--- src/core/nco_pkg.sv ---
// shared constants and types for the oscillator register block
package nco_pkg;

  localparam int NCO_AW = 3;
  localparam int NCO_DW = 8;
  localparam int NCO_ACC_W = 20;
  localparam int NCO_INC_W = 16;
  localparam int NCO_PWS_W = 3;
  localparam int NCO_PCNT_W = 8;
  localparam int NCO_NSRC = 4;

  // register offsets, one byte register per address
  localparam logic [NCO_AW-1:0] OFS_CTRL = 3'h0;
  localparam logic [NCO_AW-1:0] OFS_CLK = 3'h1;
  localparam logic [NCO_AW-1:0] OFS_ACCL = 3'h2;
  localparam logic [NCO_AW-1:0] OFS_ACCH = 3'h3;
  localparam logic [NCO_AW-1:0] OFS_ACCU = 3'h4;
  localparam logic [NCO_AW-1:0] OFS_INCL = 3'h5;
  localparam logic [NCO_AW-1:0] OFS_INCH = 3'h6;

  // control register bit positions
  localparam int CTRL_EN = 7;
  localparam int CTRL_OE = 6;
  localparam int CTRL_OUT = 5;
  localparam int CTRL_POL = 4;
  localparam int CTRL_PFM = 0;

  // clock control field positions
  localparam int CLK_PWS_LSB = 5;
  localparam int CLK_CKS_LSB = 0;

  // writable bits per register
  localparam logic [NCO_DW-1:0] CTRL_WMASK = 8'hD1;
  localparam logic [NCO_DW-1:0] CLK_WMASK = 8'hE3;
  localparam logic [NCO_DW-1:0] ACCU_WMASK = 8'h0F;

  // values after any reset
  localparam logic [NCO_DW-1:0] RST_CTRL = 8'h00;
  localparam logic [NCO_DW-1:0] RST_CLK = 8'h00;
  localparam logic [NCO_ACC_W-1:0] RST_ACC = 20'h0_0000;
  localparam logic [NCO_DW-1:0] RST_INCL = 8'h01;
  localparam logic [NCO_DW-1:0] RST_INCH = 8'h00;
  localparam logic [NCO_PCNT_W-1:0] RST_PCNT = 8'h00;

  typedef enum logic [1:0] {
    NCO_SRC_FAST = 2'b00,
    NCO_SRC_SYS = 2'b01,
    NCO_SRC_CELL = 2'b10,
    NCO_SRC_PIN = 2'b11
  } nco_src_t;

  typedef enum logic [1:0] {
    NCO_PS_IDLE = 2'b01,
    NCO_PS_PULSE = 2'b10
  } nco_pstate_t;

  // pulse length in source periods: two to the power of the code
  function automatic logic [NCO_PCNT_W-1:0] nco_pulse_len(input logic [NCO_PWS_W-1:0] pws);
    nco_pulse_len = NCO_PCNT_W'(1) << pws;
  endfunction

endpackage

--- src/core/nco_shape_if.sv ---
// carrier between the accumulator and the output shaper
`timescale 1ns/1ps
interface nco_shape_if;
  logic tick;
  logic ovf;
  logic enable;
  logic pfm;
  logic [2:0] pws;
  logic level;

  modport accum (output tick, output ovf, output enable, output pfm, output pws, input level);
  modport shaper (input tick, input ovf, input enable, input pfm, input pws, output level);
endinterface

--- src/core/nco_sync_edge.sv ---
// two-stage synchronisers with rising edge detect for the clock sources
`timescale 1ns/1ps
module nco_sync_edge #(
  parameter int N = 4
) (
  input wire logic ref_clk,
  input wire logic rst,
  input wire logic [N-1:0] async_in,
  output logic [N-1:0] rise
);
  // one private chain per source, so no vector has several writers
  for (genvar i = 0; i < N; i++) begin : g_sync
    logic s1_ff;
    logic s2_ff;
    logic s3_ff;
    always_ff @(posedge ref_clk or posedge rst) begin
      if (rst) begin
        s1_ff <= 1'b0;
        s2_ff <= 1'b0;
        s3_ff <= 1'b0;
      end else begin
        s1_ff <= async_in[i];
        s2_ff <= s1_ff;
        s3_ff <= s2_ff;
      end
    end
    // edge seen only after both stages
    assign rise[i] = s2_ff & ~s3_ff;
  end
endmodule

--- src/core/nco_pulse_shaper.sv ---
// turns accumulator overflows into a toggled or pulsed output level
`timescale 1ns/1ps
module nco_pulse_shaper (
  input wire logic ref_clk,
  input wire logic rst,
  nco_shape_if.shaper sh
);
  import nco_pkg::*;

  nco_pstate_t state_ff;
  nco_pstate_t nxt_state;
  logic [NCO_PCNT_W-1:0] cnt_ff;
  logic [NCO_PCNT_W-1:0] nxt_cnt;
  logic toggle_ff;
  logic nxt_toggle;

  always_comb begin
    nxt_state = state_ff;
    nxt_cnt = cnt_ff;
    nxt_toggle = toggle_ff;
    if (!sh.enable) begin
      nxt_state = NCO_PS_IDLE;
      nxt_cnt = RST_PCNT;
      nxt_toggle = 1'b0;
    end else begin
      case (state_ff)
        NCO_PS_IDLE: begin
          // width field matters only in pulse mode
          if (sh.ovf && sh.pfm) begin
            nxt_state = NCO_PS_PULSE;
            nxt_cnt = nco_pulse_len(sh.pws);
          end else if (sh.ovf) begin
            nxt_toggle = ~toggle_ff;
          end
        end
        NCO_PS_PULSE: begin
          // overflow inside a pulse is not handled
          if (sh.tick) begin
            nxt_cnt = cnt_ff - NCO_PCNT_W'(1);
            if (cnt_ff == NCO_PCNT_W'(1)) begin
              nxt_state = NCO_PS_IDLE;
            end
          end
        end
        default: begin
          nxt_state = NCO_PS_IDLE;
        end
      endcase
    end
  end

  always_ff @(posedge ref_clk or posedge rst) begin
    if (rst) begin
      state_ff <= NCO_PS_IDLE;
      cnt_ff <= RST_PCNT;
      toggle_ff <= 1'b0;
    end else begin
      state_ff <= nxt_state;
      cnt_ff <= nxt_cnt;
      toggle_ff <= nxt_toggle;
    end
  end

  // pulse mode: high for the pulse; fixed duty: toggle level
  assign sh.level = sh.pfm ? (state_ff == NCO_PS_PULSE) : toggle_ff;
endmodule

--- src/core/nco_regs.sv ---
// numerically controlled oscillator: registers, source select, accumulator
`timescale 1ns/1ps
module nco_regs (
  input wire logic ref_clk,
  input wire logic rst,
  input wire logic [nco_pkg::NCO_AW-1:0] reg_addr,
  input wire logic [nco_pkg::NCO_DW-1:0] reg_wdata,
  input wire logic reg_wr,
  input wire logic reg_rd,
  output logic [nco_pkg::NCO_DW-1:0] reg_rdata,
  input wire logic fast_internal_oscillator,
  input wire logic system_clock_in,
  input wire logic logic_cell_output,
  input wire logic external_clock_pin_input,
  output logic nco_signal,
  output logic nco_pin_out,
  output logic nco_pin_oe_n
);
  import nco_pkg::*;

  // register state
  logic [NCO_DW-1:0] ctrl_ff;
  logic [NCO_DW-1:0] clk_ctrl_ff;
  logic [NCO_ACC_W-1:0] phase_accumulator_ff;
  logic [NCO_ACC_W-1:0] nxt_phase_accumulator;
  logic [NCO_DW-1:0] phase_step_low_ff;
  logic [NCO_DW-1:0] phase_step_high_ff;
  logic [NCO_DW-1:0] rdata_ff;
  logic [NCO_DW-1:0] nxt_rdata;
  logic signal_ff;
  logic pin_out_ff;
  logic pin_oe_n_ff;

  // address decode
  wire hit_ctrl = (reg_addr == OFS_CTRL);
  wire hit_clk = (reg_addr == OFS_CLK);
  wire hit_accl = (reg_addr == OFS_ACCL);
  wire hit_acch = (reg_addr == OFS_ACCH);
  wire hit_accu = (reg_addr == OFS_ACCU);
  wire hit_incl = (reg_addr == OFS_INCL);
  wire hit_inch = (reg_addr == OFS_INCH);

  wire wr_ctrl = reg_wr & hit_ctrl;
  wire wr_clk = reg_wr & hit_clk;
  wire wr_accl = reg_wr & hit_accl;
  wire wr_acch = reg_wr & hit_acch;
  wire wr_accu = reg_wr & hit_accu;
  wire wr_incl = reg_wr & hit_incl;
  wire wr_inch = reg_wr & hit_inch;
  wire wr_acc_any = wr_accl | wr_acch | wr_accu;

  // control fields
  wire module_enable_bit = ctrl_ff[CTRL_EN];
  wire output_enable_bit = ctrl_ff[CTRL_OE];
  wire output_polarity_bit = ctrl_ff[CTRL_POL];
  wire pulse_freq_mode_bit = ctrl_ff[CTRL_PFM];
  wire [NCO_PWS_W-1:0] pulse_width_select = clk_ctrl_ff[CLK_PWS_LSB +: NCO_PWS_W];
  wire [1:0] input_clock_source_select = clk_ctrl_ff[CLK_CKS_LSB +: 2];
  wire [NCO_INC_W-1:0] phase_step = {phase_step_high_ff, phase_step_low_ff};

  // source synchronisers; all sources are slower than ref_clk
  logic [NCO_NSRC-1:0] src_raw;
  logic [NCO_NSRC-1:0] src_rise;

  assign src_raw[NCO_SRC_FAST] = fast_internal_oscillator;
  assign src_raw[NCO_SRC_SYS] = system_clock_in;
  assign src_raw[NCO_SRC_CELL] = logic_cell_output;
  assign src_raw[NCO_SRC_PIN] = external_clock_pin_input;

  nco_sync_edge #(
    .N(NCO_NSRC)
  ) u_sync (
    .ref_clk(ref_clk),
    .rst(rst),
    .async_in(src_raw),
    .rise(src_rise)
  );

  // only the chosen source advances the oscillator
  wire src_tick = src_rise[input_clock_source_select];
  wire run_tick = src_tick & module_enable_bit;

  // accumulate with carry out of the top bit as overflow
  wire [NCO_ACC_W:0] acc_sum = {1'b0, phase_accumulator_ff} + {5'h00, phase_step};
  // a software write to the accumulator wins over a tick in that cycle
  wire acc_ovf = run_tick & ~wr_acc_any & acc_sum[NCO_ACC_W];

  // output shaper
  nco_shape_if sh ();

  assign sh.tick = run_tick;
  assign sh.ovf = acc_ovf;
  assign sh.enable = module_enable_bit;
  assign sh.pfm = pulse_freq_mode_bit;
  assign sh.pws = pulse_width_select;

  nco_pulse_shaper u_shaper (
    .ref_clk(ref_clk),
    .rst(rst),
    .sh(sh)
  );

  // control register; the output bit is status, not stored
  always_ff @(posedge ref_clk or posedge rst) begin
    if (rst) begin
      ctrl_ff <= RST_CTRL;
    end else if (wr_ctrl) begin
      ctrl_ff <= reg_wdata & CTRL_WMASK;
    end
  end

  // clock control; bits 4 to 2 never store
  always_ff @(posedge ref_clk or posedge rst) begin
    if (rst) begin
      clk_ctrl_ff <= RST_CLK;
    end else if (wr_clk) begin
      clk_ctrl_ff <= reg_wdata & CLK_WMASK;
    end
  end

  // next accumulator value: byte writes overlay, else add on tick
  always_comb begin
    nxt_phase_accumulator = phase_accumulator_ff;
    if (wr_accl) begin
      nxt_phase_accumulator[7:0] = reg_wdata;
    end else if (wr_acch) begin
      nxt_phase_accumulator[15:8] = reg_wdata;
    end else if (wr_accu) begin
      nxt_phase_accumulator[19:16] = reg_wdata[3:0];
    end else if (run_tick) begin
      nxt_phase_accumulator = acc_sum[NCO_ACC_W-1:0];
    end
  end

  always_ff @(posedge ref_clk or posedge rst) begin
    if (rst) begin
      phase_accumulator_ff <= RST_ACC;
    end else begin
      phase_accumulator_ff <= nxt_phase_accumulator;
    end
  end

  // step registers; low byte comes up as one so the oscillator moves
  always_ff @(posedge ref_clk or posedge rst) begin
    if (rst) begin
      phase_step_low_ff <= RST_INCL;
    end else if (wr_incl) begin
      phase_step_low_ff <= reg_wdata;
    end
  end

  always_ff @(posedge ref_clk or posedge rst) begin
    if (rst) begin
      phase_step_high_ff <= RST_INCH;
    end else if (wr_inch) begin
      phase_step_high_ff <= reg_wdata;
    end
  end

  // polarity: raw level high means active
  wire nxt_signal = output_polarity_bit ? sh.level : ~sh.level;

  always_ff @(posedge ref_clk or posedge rst) begin
    if (rst) begin
      signal_ff <= 1'b0;
      pin_out_ff <= 1'b0;
      pin_oe_n_ff <= 1'b1;
    end else begin
      signal_ff <= nxt_signal;
      pin_out_ff <= nxt_signal;
      pin_oe_n_ff <= ~output_enable_bit;
    end
  end

  assign nco_signal = signal_ff;
  assign nco_pin_out = pin_out_ff;
  assign nco_pin_oe_n = pin_oe_n_ff;

  // read mux; unmapped addresses return zero
  wire [NCO_DW-1:0] rd_ctrl = (ctrl_ff & CTRL_WMASK) | (NCO_DW'(signal_ff) << CTRL_OUT);
  wire [NCO_DW-1:0] rd_accu = {4'h0, phase_accumulator_ff[19:16]};

  always_comb begin
    nxt_rdata = 8'h00;
    if (!reg_rd) begin
      nxt_rdata = 8'h00;
    end else if (hit_ctrl) begin
      nxt_rdata = rd_ctrl;
    end else if (hit_clk) begin
      nxt_rdata = clk_ctrl_ff & CLK_WMASK;
    end else if (hit_accl) begin
      nxt_rdata = phase_accumulator_ff[7:0];
    end else if (hit_acch) begin
      nxt_rdata = phase_accumulator_ff[15:8];
    end else if (hit_accu) begin
      nxt_rdata = rd_accu & ACCU_WMASK;
    end else if (hit_incl) begin
      nxt_rdata = phase_step_low_ff;
    end else if (hit_inch) begin
      nxt_rdata = phase_step_high_ff;
    end
  end

  // data stands only in the cycle after the read strobe
  always_ff @(posedge ref_clk or posedge rst) begin
    if (rst) begin
      rdata_ff <= 8'h00;
    end else begin
      rdata_ff <= nxt_rdata;
    end
  end

  assign reg_rdata = rdata_ff;
endmodule

--- config.mk ---
export PLATFORM = sky130hd
export DESIGN_NAME = nco_regs
export DESIGN_NICKNAME = d
export VERILOG_FILES = /design/src/core/nco_pkg.sv /design/src/core/nco_shape_if.sv /design/src/core/nco_sync_edge.sv /design/src/core/nco_pulse_shaper.sv /design/src/core/nco_regs.sv
export SDC_FILE = /design/constraint.sdc
export NUM_CORES = 1
export LEC_CHECK = 0
export BUFFER_PORTS_ARGS = -buffer_cell sky130_fd_sc_hd__buf_2
export CAP_MARGIN = 20
export CORE_ASPECT_RATIO = 1.2
export CORE_MARGIN = 4
export CORE_UTILIZATION = 45
export CTS_BUF_LIST = sky130_fd_sc_hd__clkbuf_8
export DETAILED_ROUTE_END_ITERATION = 12
export PLACE_DENSITY = 0.58
export SYNTH_ARGS = -nofsm -noshare
export SYNTH_HDL_FRONTEND = slang
export SYNTH_SLANG_ARGS = --single-unit
--- constraint.sdc ---
create_clock -name ref_clk -period 7.15 [get_ports ref_clk]
set_input_delay 0.3575 -clock ref_clk [delete_from_list [all_inputs] [get_ports ref_clk]]
set_output_delay 0.3575 -clock ref_clk [all_outputs]
set_load 0.1 [all_outputs]
==> results of run 1 <==
through the flow:
stage          total power [mW]  utilization  instance area, µm²  hold WS, ns  worst slack [ns]
2_1_floorplan              1.29            -                4550        0.331              4.53
3_3_place_gp               1.48        0.489                4750        0.335              4.33
3_5_place_dp               1.49        0.489                4750        0.342              4.29
4_1_cts                    1.83        0.509                4950       0.0803              4.35
5_1_grt                    1.96        0.512                4970       0.0756              4.23
6_report                   1.83        0.512                4970       0.0778              4.34
per-layer routing:
layer / global-route usage / vias up / wire length (µm)
li1: - / 1683 / -
met1: 0.291 / 1745 / 5550
met2: 0.323 / 97 / 5590
met3: 0.0401 / 25 / 515
met4: 0.0863 / 0 / 391
met5: 0 / - / 0
registers in the layout, indices dropped and copies added, names as in the netlist:
signal / count
phase_accumulator_ff: 20
clk_ctrl_ff: 5
phase_step_low_ff: 8
u_shaper.toggle_ff: 1
nco_pin_out: 1
nco_pin_oe_n: 1
u_sync.g_sync.s2_ff: 4
u_sync.g_sync.s1_ff: 4
ctrl_ff: 4
phase_step_high_ff: 8
u_shaper.cnt_ff: 8
u_sync.g_sync.s3_ff: 4
reg_rdata: 8
u_shaper.state_ff: 2
cell usage in the layout, fill, tap and decap left out, types with 4 or more instances in the layout:
cell / count
a21oi_1: 35
nor2b_1: 11
nor3_1: 6
nor2_1: 46
xor2_1: 11
o21ai_0: 18
mux2i_1: 14
mux2_2: 23
nand2_1: 42
inv_1: 13
nand2b_1: 4
and2_1: 6
dfrtp_1: 75
a221o_1: 4
a31oi_1: 4
a21o_1: 6
nand3_1: 11
buf_2: 29
a21boi_1: 4
and3_1: 4
o22ai_1: 4
o211a_1: 6
o21a_1: 5
mux4_2: 4
clkbuf_8: 9
ha_1: 18
o221ai_1: 4
xnor2_1: 6
layout make-up:
cell class	count	area [µm²]	area share
clock buffer	9	124	0.0249
inverter	13	50.0	0.0101
sequential	78	1960	0.393
tap	123	154	0.0309
timing repair buffer	31	180	0.0362
clock inverter	7	72.6	0.0146
multi-input combinational	343	2440	0.490
cells by family (layout without fill, tap and decap cells):
kind of cell / count (synthesis) / count (layout) / share of synthesized area
AO/OA/AOI/OAI: 117 / 117 / 0.182
XOR/XNOR: 17 / 17 / 0.0327
adder cells (fa/ha/maj): 19 / 19 / 0.0539
buffers and inverters: 33 / 60 / 0.0349
flip-flops: 78 / 78 / 0.430
multiplexers: 41 / 41 / 0.107
AND/OR/NAND/NOR: 149 / 149 / 0.159
tightest hold or removal path: cells and delay by family:
family | cells | cell delay (ns)
buffers and inverters | 3 | 0.54
path summary, 6_finish.rpt:
path	start	endpoint	depth (start not counted)
max in group asynchronous	rst	phase_step_low_ff[0]$_DFFE_PP1P_	4
worst min-delay path	rst	ctrl_ff[7]$_DFFE_PP0P_	3
worst max register to register	phase_accumulator_ff[0]$_DFFE_PP0P_	u_shaper.cnt_ff[0]$_DFFE_PP0P_	9
min in group ref_clk	system_clock_in	u_sync.g_sync[1].s1_ff$_DFF_PP0_	1
worst max-delay path	phase_accumulator_ff[0]$_DFFE_PP0P_	u_shaper.cnt_ff[0]$_DFFE_PP0P_	9
worst min register to register	u_sync.g_sync[3].s1_ff$_DFF_PP0_	u_sync.g_sync[3].s2_ff$_DFF_PP0_	0
power by group through the flow:
stage | clock (mW) | combinational (mW) | sequential, mW
5_1_grt | 0.367 | 0.918 | 0.673
4_1_cts | 0.347 | 0.820 | 0.660
6_report | 0.340 | 0.827 | 0.664
3_3_place_gp | 0 | 0.805 | 0.670
3_5_place_dp | 0 | 0.816 | 0.669
2_1_floorplan | 0 | 0.617 | 0.668
==> impl_metrics.yaml, run 1 <==
yosys:
  ys_warn_count: 0
  ys_async_sr_fraction: 1.00
  syn_avg_cell_area_um2: 10.0
  synth_seq_cells: 78
  syn_nets: 492
  synthCells: 454
  mappedNetlistArea_um2: 4550
  yosysMostFrequentCell: "dfrtp_1"
  ys_seq_area_frac: 0.430
  ys_types: 69
  synth.top_cells.by_count: "75 x dfrtp_1, 46 x nor2_1, 42 x nand2_1, 35 x a21oi_1, 23 x mux2_2"
  ys_top_cells_by_area: "dfrtp_1 41%, mux2_2 5.7%, ha_1 4.9%, a21oi_1 3.8%, nor2_1 3.8%"
  synth-main-ff-cell: "dfrtp_1"
  yosys.area.top_type: "dfrtp_1"
  synth-edff-count: 0
  synth_top_cell_area_share: 0.412
placement:
  hpwl_mm: 8.79
  dp.cells: 587
  port_buffers: 29
  gp_congestion: 0.919
worst_setup_path:
  cp_max_fo: 4
  critPathBufInv: 0
  cp_top_family: "compound AO/OA/AOI/OAI gates"
  slowest_stage: "a311oi_2"
  crit_chain: "ha_1 -> fa_1 -> a21oi_2 -> nor2b_2 -> a311oi_2 -> a2111oi_4 -> o2111a_2 -> a41o_1 -> o31a_1"
  cpPeakStageDelay_ns: 0.44
  r2r_setup_slack_ns: 4.34
  worstSetupStartpointType: "flip-flop"
  crit_type: "flip-flop to flip-flop"
  worstSetupEndpointType: "flip-flop"
  crit_required_ns: 7.41
  crit_arrival_ns: 3.07
outcome:
  status: "completed"
route:
  drt-pass1-iter-count: 5
  num_vias: 3550
  postRouteAntennaNets: 0
  vias_per_cell: 5.88
  drt_iter0_markers: 210
  wire_per_inst_um: 20.0
  drc: 0
  drt_wl_total_mm: 12.1
global_routing:
  antenna_found_initial: 0
  grtUsageTotal: 0.210
  overflow: 0
  grt_pass1_wl_mm: 19.0
  first_global_vias: 3442
  grt_max_degree: 79
timing:
  fmax_ghz: 0.356
  period_needed_ns: 2.81
  setup_viol: 0
  fin_crit_sh: 0.393
  slew_violations: 0
  worstMarginPinSlew_ns: 0.978
  clock_skew_ns: 0.0188
  rsz0062_at_grt: "no"
  slew_headroom: 0.343
  hold_viol_final: 0
  fin_tns_setup_ns: 0
hold_path:
  min_path_type: "input pin to async pin"
pwr:
  power_density_nw_per_um2: 368
  power.internal_mw: 1.04
  switching_share: 0.432
  p_seq_frac: 0.363
  p_clk_frac: 0.186
  cellLeakagePower_nw: 2.22
  pwr-share-comb: 0.452
  peakVddDrop_mv: 0.201
  p_switching_uw: 792
clock_tree:
  path_clk_slew_ns: 0.09
  root_buffer: "clkbuf_8"
  cts_tree: "yes"
  clock-sinks: 78
  cts.path.max_buffers: 2
  clock_latency_ns: 0.38
  hold_buffers: 0
  h-tree-depth: 3
  cts_buffers: 9
  cts_setup_buffers: 0
  ctsResizeCount: 0
floorplan:
  io_pins: 30
  die_x_um: 99.8
  die_h_um: 118
  row_count: 39
  start_util: 0.469
  dieArea_um2: 11800
  fp.coreArea_um2: 9710
cells_and_area:
  n_fill_cell: 904
  drive_gt1_frac: 0.187
  fin_nets: 514
  diodes: 0
  finalNonFillerCells: 604
  syn2layout_area_growth_pct: 9.26
job:
  maxCapViolCount: 0
Note: power is estimated with default switching activity, not from simulation.
==> run 2: changes to the inputs <==
Settings changed: PLACE_DENSITY 0.58 to 0.61.
Clock period 7.15 ns to 2.3 ns, I/O delays scaled along.
==> impl_metrics.yaml, run 2 (synthesis gave the netlist of run 1 again) <==
outcome:
  status: "finished, violations left"
  violations: "negative setup slack"
cells_and_area:
  finalNonFillerCells: 679
  final_common_cell: "dfrtp_1"
  largest_reg_flops: 20
  fin_util: 0.588
  drive_gt1_frac: 0.327
  n_fill_cell: 824
  final_cell_mix: "74 x dfrtp_1, 68 x buf_4, 46 x nor2_1, 42 x nand2_1, 31 x a21oi_1"
  fin_nets: 589
  syn2layout_area_growth_pct: 25.3
  diodes: 0
  top_register: "phase_accumulator_ff"
pwr:
  power_density_nw_per_um2: 1170
  cellLeakagePower_nw: 2.57
  peakVddDrop_mv: 0.722
worst_setup_path:
  worstSetupEndpointType: "flip-flop"
  cpPeakStageDelay_ns: 0.43
  slowest_stage: "dfrtp_1"
  crit_chain: "ha_4 -> fa_2 -> a21oi_2 -> nor2b_2 -> a311oi_2 -> a2111oi_4 -> o2111a_2 -> a41o_1 -> o31a_1"
  worstSetupStartpointType: "flip-flop"
  crit_required_ns: 2.56
  r2r_setup_slack_ns: -0.27
  crit_arrival_ns: 2.83
  cp_max_fo: 4
  crit_type: "flip-flop to flip-flop"
clock_tree:
  clock-sinks: 78
  root_buffer: "clkbuf_8"
  cts_tree: "yes"
  cts.path.max_buffers: 2
  clock_latency_ns: 0.37
  h-tree-depth: 3
  cts_buffers: 9
  path_clk_slew_ns: 0.09
floorplan:
  die_x_um: 99.8
  start_util: 0.469
  dieArea_um2: 11800
  row_count: 39
  die_h_um: 118
  io_pins: 30
  fp.coreArea_um2: 9710
route:
  drt_wl_total_mm: 12.8
  drc: 0
  dr_wl_met3_um: 632
  postRouteAntennaNets: 0
  met1_length_mm: 5.85
  wire_per_inst_um: 18.8
  drt_iter0_markers: 182
  vias_per_cell: 5.67
  num_vias: 3852
  drt-pass1-iter-count: 5
  topRoutingLayerUsed: "met4"
  wl_met2_mm: 5.98
timing:
  hold_viol_final: 0
  fin_crit_sh: 1.12
  fin_tns_setup_ns: -3.49
  setup_slack_ns: -0.273
  clock_skew_ns: 0.00902
  rsz0062_at_grt: "yes"
  fmax_ghz: 0.389
  setup_viol: 20
  slew_violations: 0
  period_needed_ns: 2.57
  slew_headroom: 0.541
  worstMarginPinSlew_ns: 0.687
job:
  maxCapViolCount: 0
hold_path:
  min_path_type: "input pin to flip-flop"
placement:
  gp_congestion: 0.874
  dp.cells: 651
  port_buffers: 29
  hpwl_mm: 9.23
global_routing:
  overflow: 0
  grt_pass1_wl_mm: 20.4
  grt_max_degree: 45
  first_global_vias: 3802
  grtUsageTotal: 0.223
  antenna_found_initial: 0
## run 2: per-layer routing
metal / GRT usage / up-vias
met4: 0.0786 / 0
met1: 0.312 / 1883
met3: 0.0477 / 18
met2: 0.343 / 111
li1: - / 1840
met5: 0 / -
## run 2: power breakdown
group	leakage, nW	internal [mW]	total, mW	switching, mW
registers	0.942	1.68	1.98	0.297
clock network	0.0942	0.405	0.980	0.575
logic	1.53	1.83	3.73	1.90
## run 2: per-stage QoR
step	area [µm²]	total power, mW	hold slack (ns)	setup WS [ns]
floorplan	4560	4.02	0.146	-0.198
global placement	5250	5.19	0.220	-0.272
detailed placement	5250	5.27	0.226	-0.344
CTS	5620	6.50	0.0313	-0.281
global route	5710	7.13	0.0458	-0.397
finish	5710	6.68	0.0447	-0.273
## run 2: area by class of cell
class | count | area [µm²] | share of cell area
clock buffers | 9 | 124 | 0.0217
clock inverters | 7 | 57.6 | 0.0101
inverters | 13 | 50.0 | 0.00877
multi-input cells | 344 | 2620 | 0.458
flip-flops and latches | 78 | 1960 | 0.343
well taps | 123 | 154 | 0.0270
repair buffers | 105 | 748 | 0.131
## run 2: path summary, 6_finish.rpt
check                                               startpoint                          endpoint  cells after the start
min in group asynchronous                                  rst  phase_step_low_ff[7]$_DFFE_PP0P_                      3
hold / removal                                          reg_rd            reg_rdata[5]$_DFF_PP0_                      3
setup / recovery           phase_accumulator_ff[0]$_DFFE_PP0P_    u_shaper.cnt_ff[0]$_DFFE_PP0P_                      9
setup reg to reg           phase_accumulator_ff[0]$_DFFE_PP0P_    u_shaper.cnt_ff[0]$_DFFE_PP0P_                      9
max in group asynchronous                                  rst  phase_step_low_ff[0]$_DFFE_PP1P_                      4
hold reg to reg               u_sync.g_sync[2].s1_ff$_DFF_PP0_  u_sync.g_sync[2].s2_ff$_DFF_PP0_                      0
## run 2: repair_timing
item / in CTS / in global routing
endpoints found under the setup margin: 23 / 22
hold endpoints to repair: 37 / 0
setup buffers: 3 / 4
pin swaps: 18 / 14
cloned: 1 / 0
hold buffers: 5 / 0
gates resized for setup: 19 / 13
## run 2: worst max-delay path: cells and delay by family (launching register included)
| family | cells | cell delay [ns] |
|---|---|---|
| adders and majority gates | 2 | 0.56 |
| and+or+nand+nor | 1 | 0.07 |
| DFF | 1 | 0.43 |
| AOI/OAI and AO/OA | 6 | 1.39 |
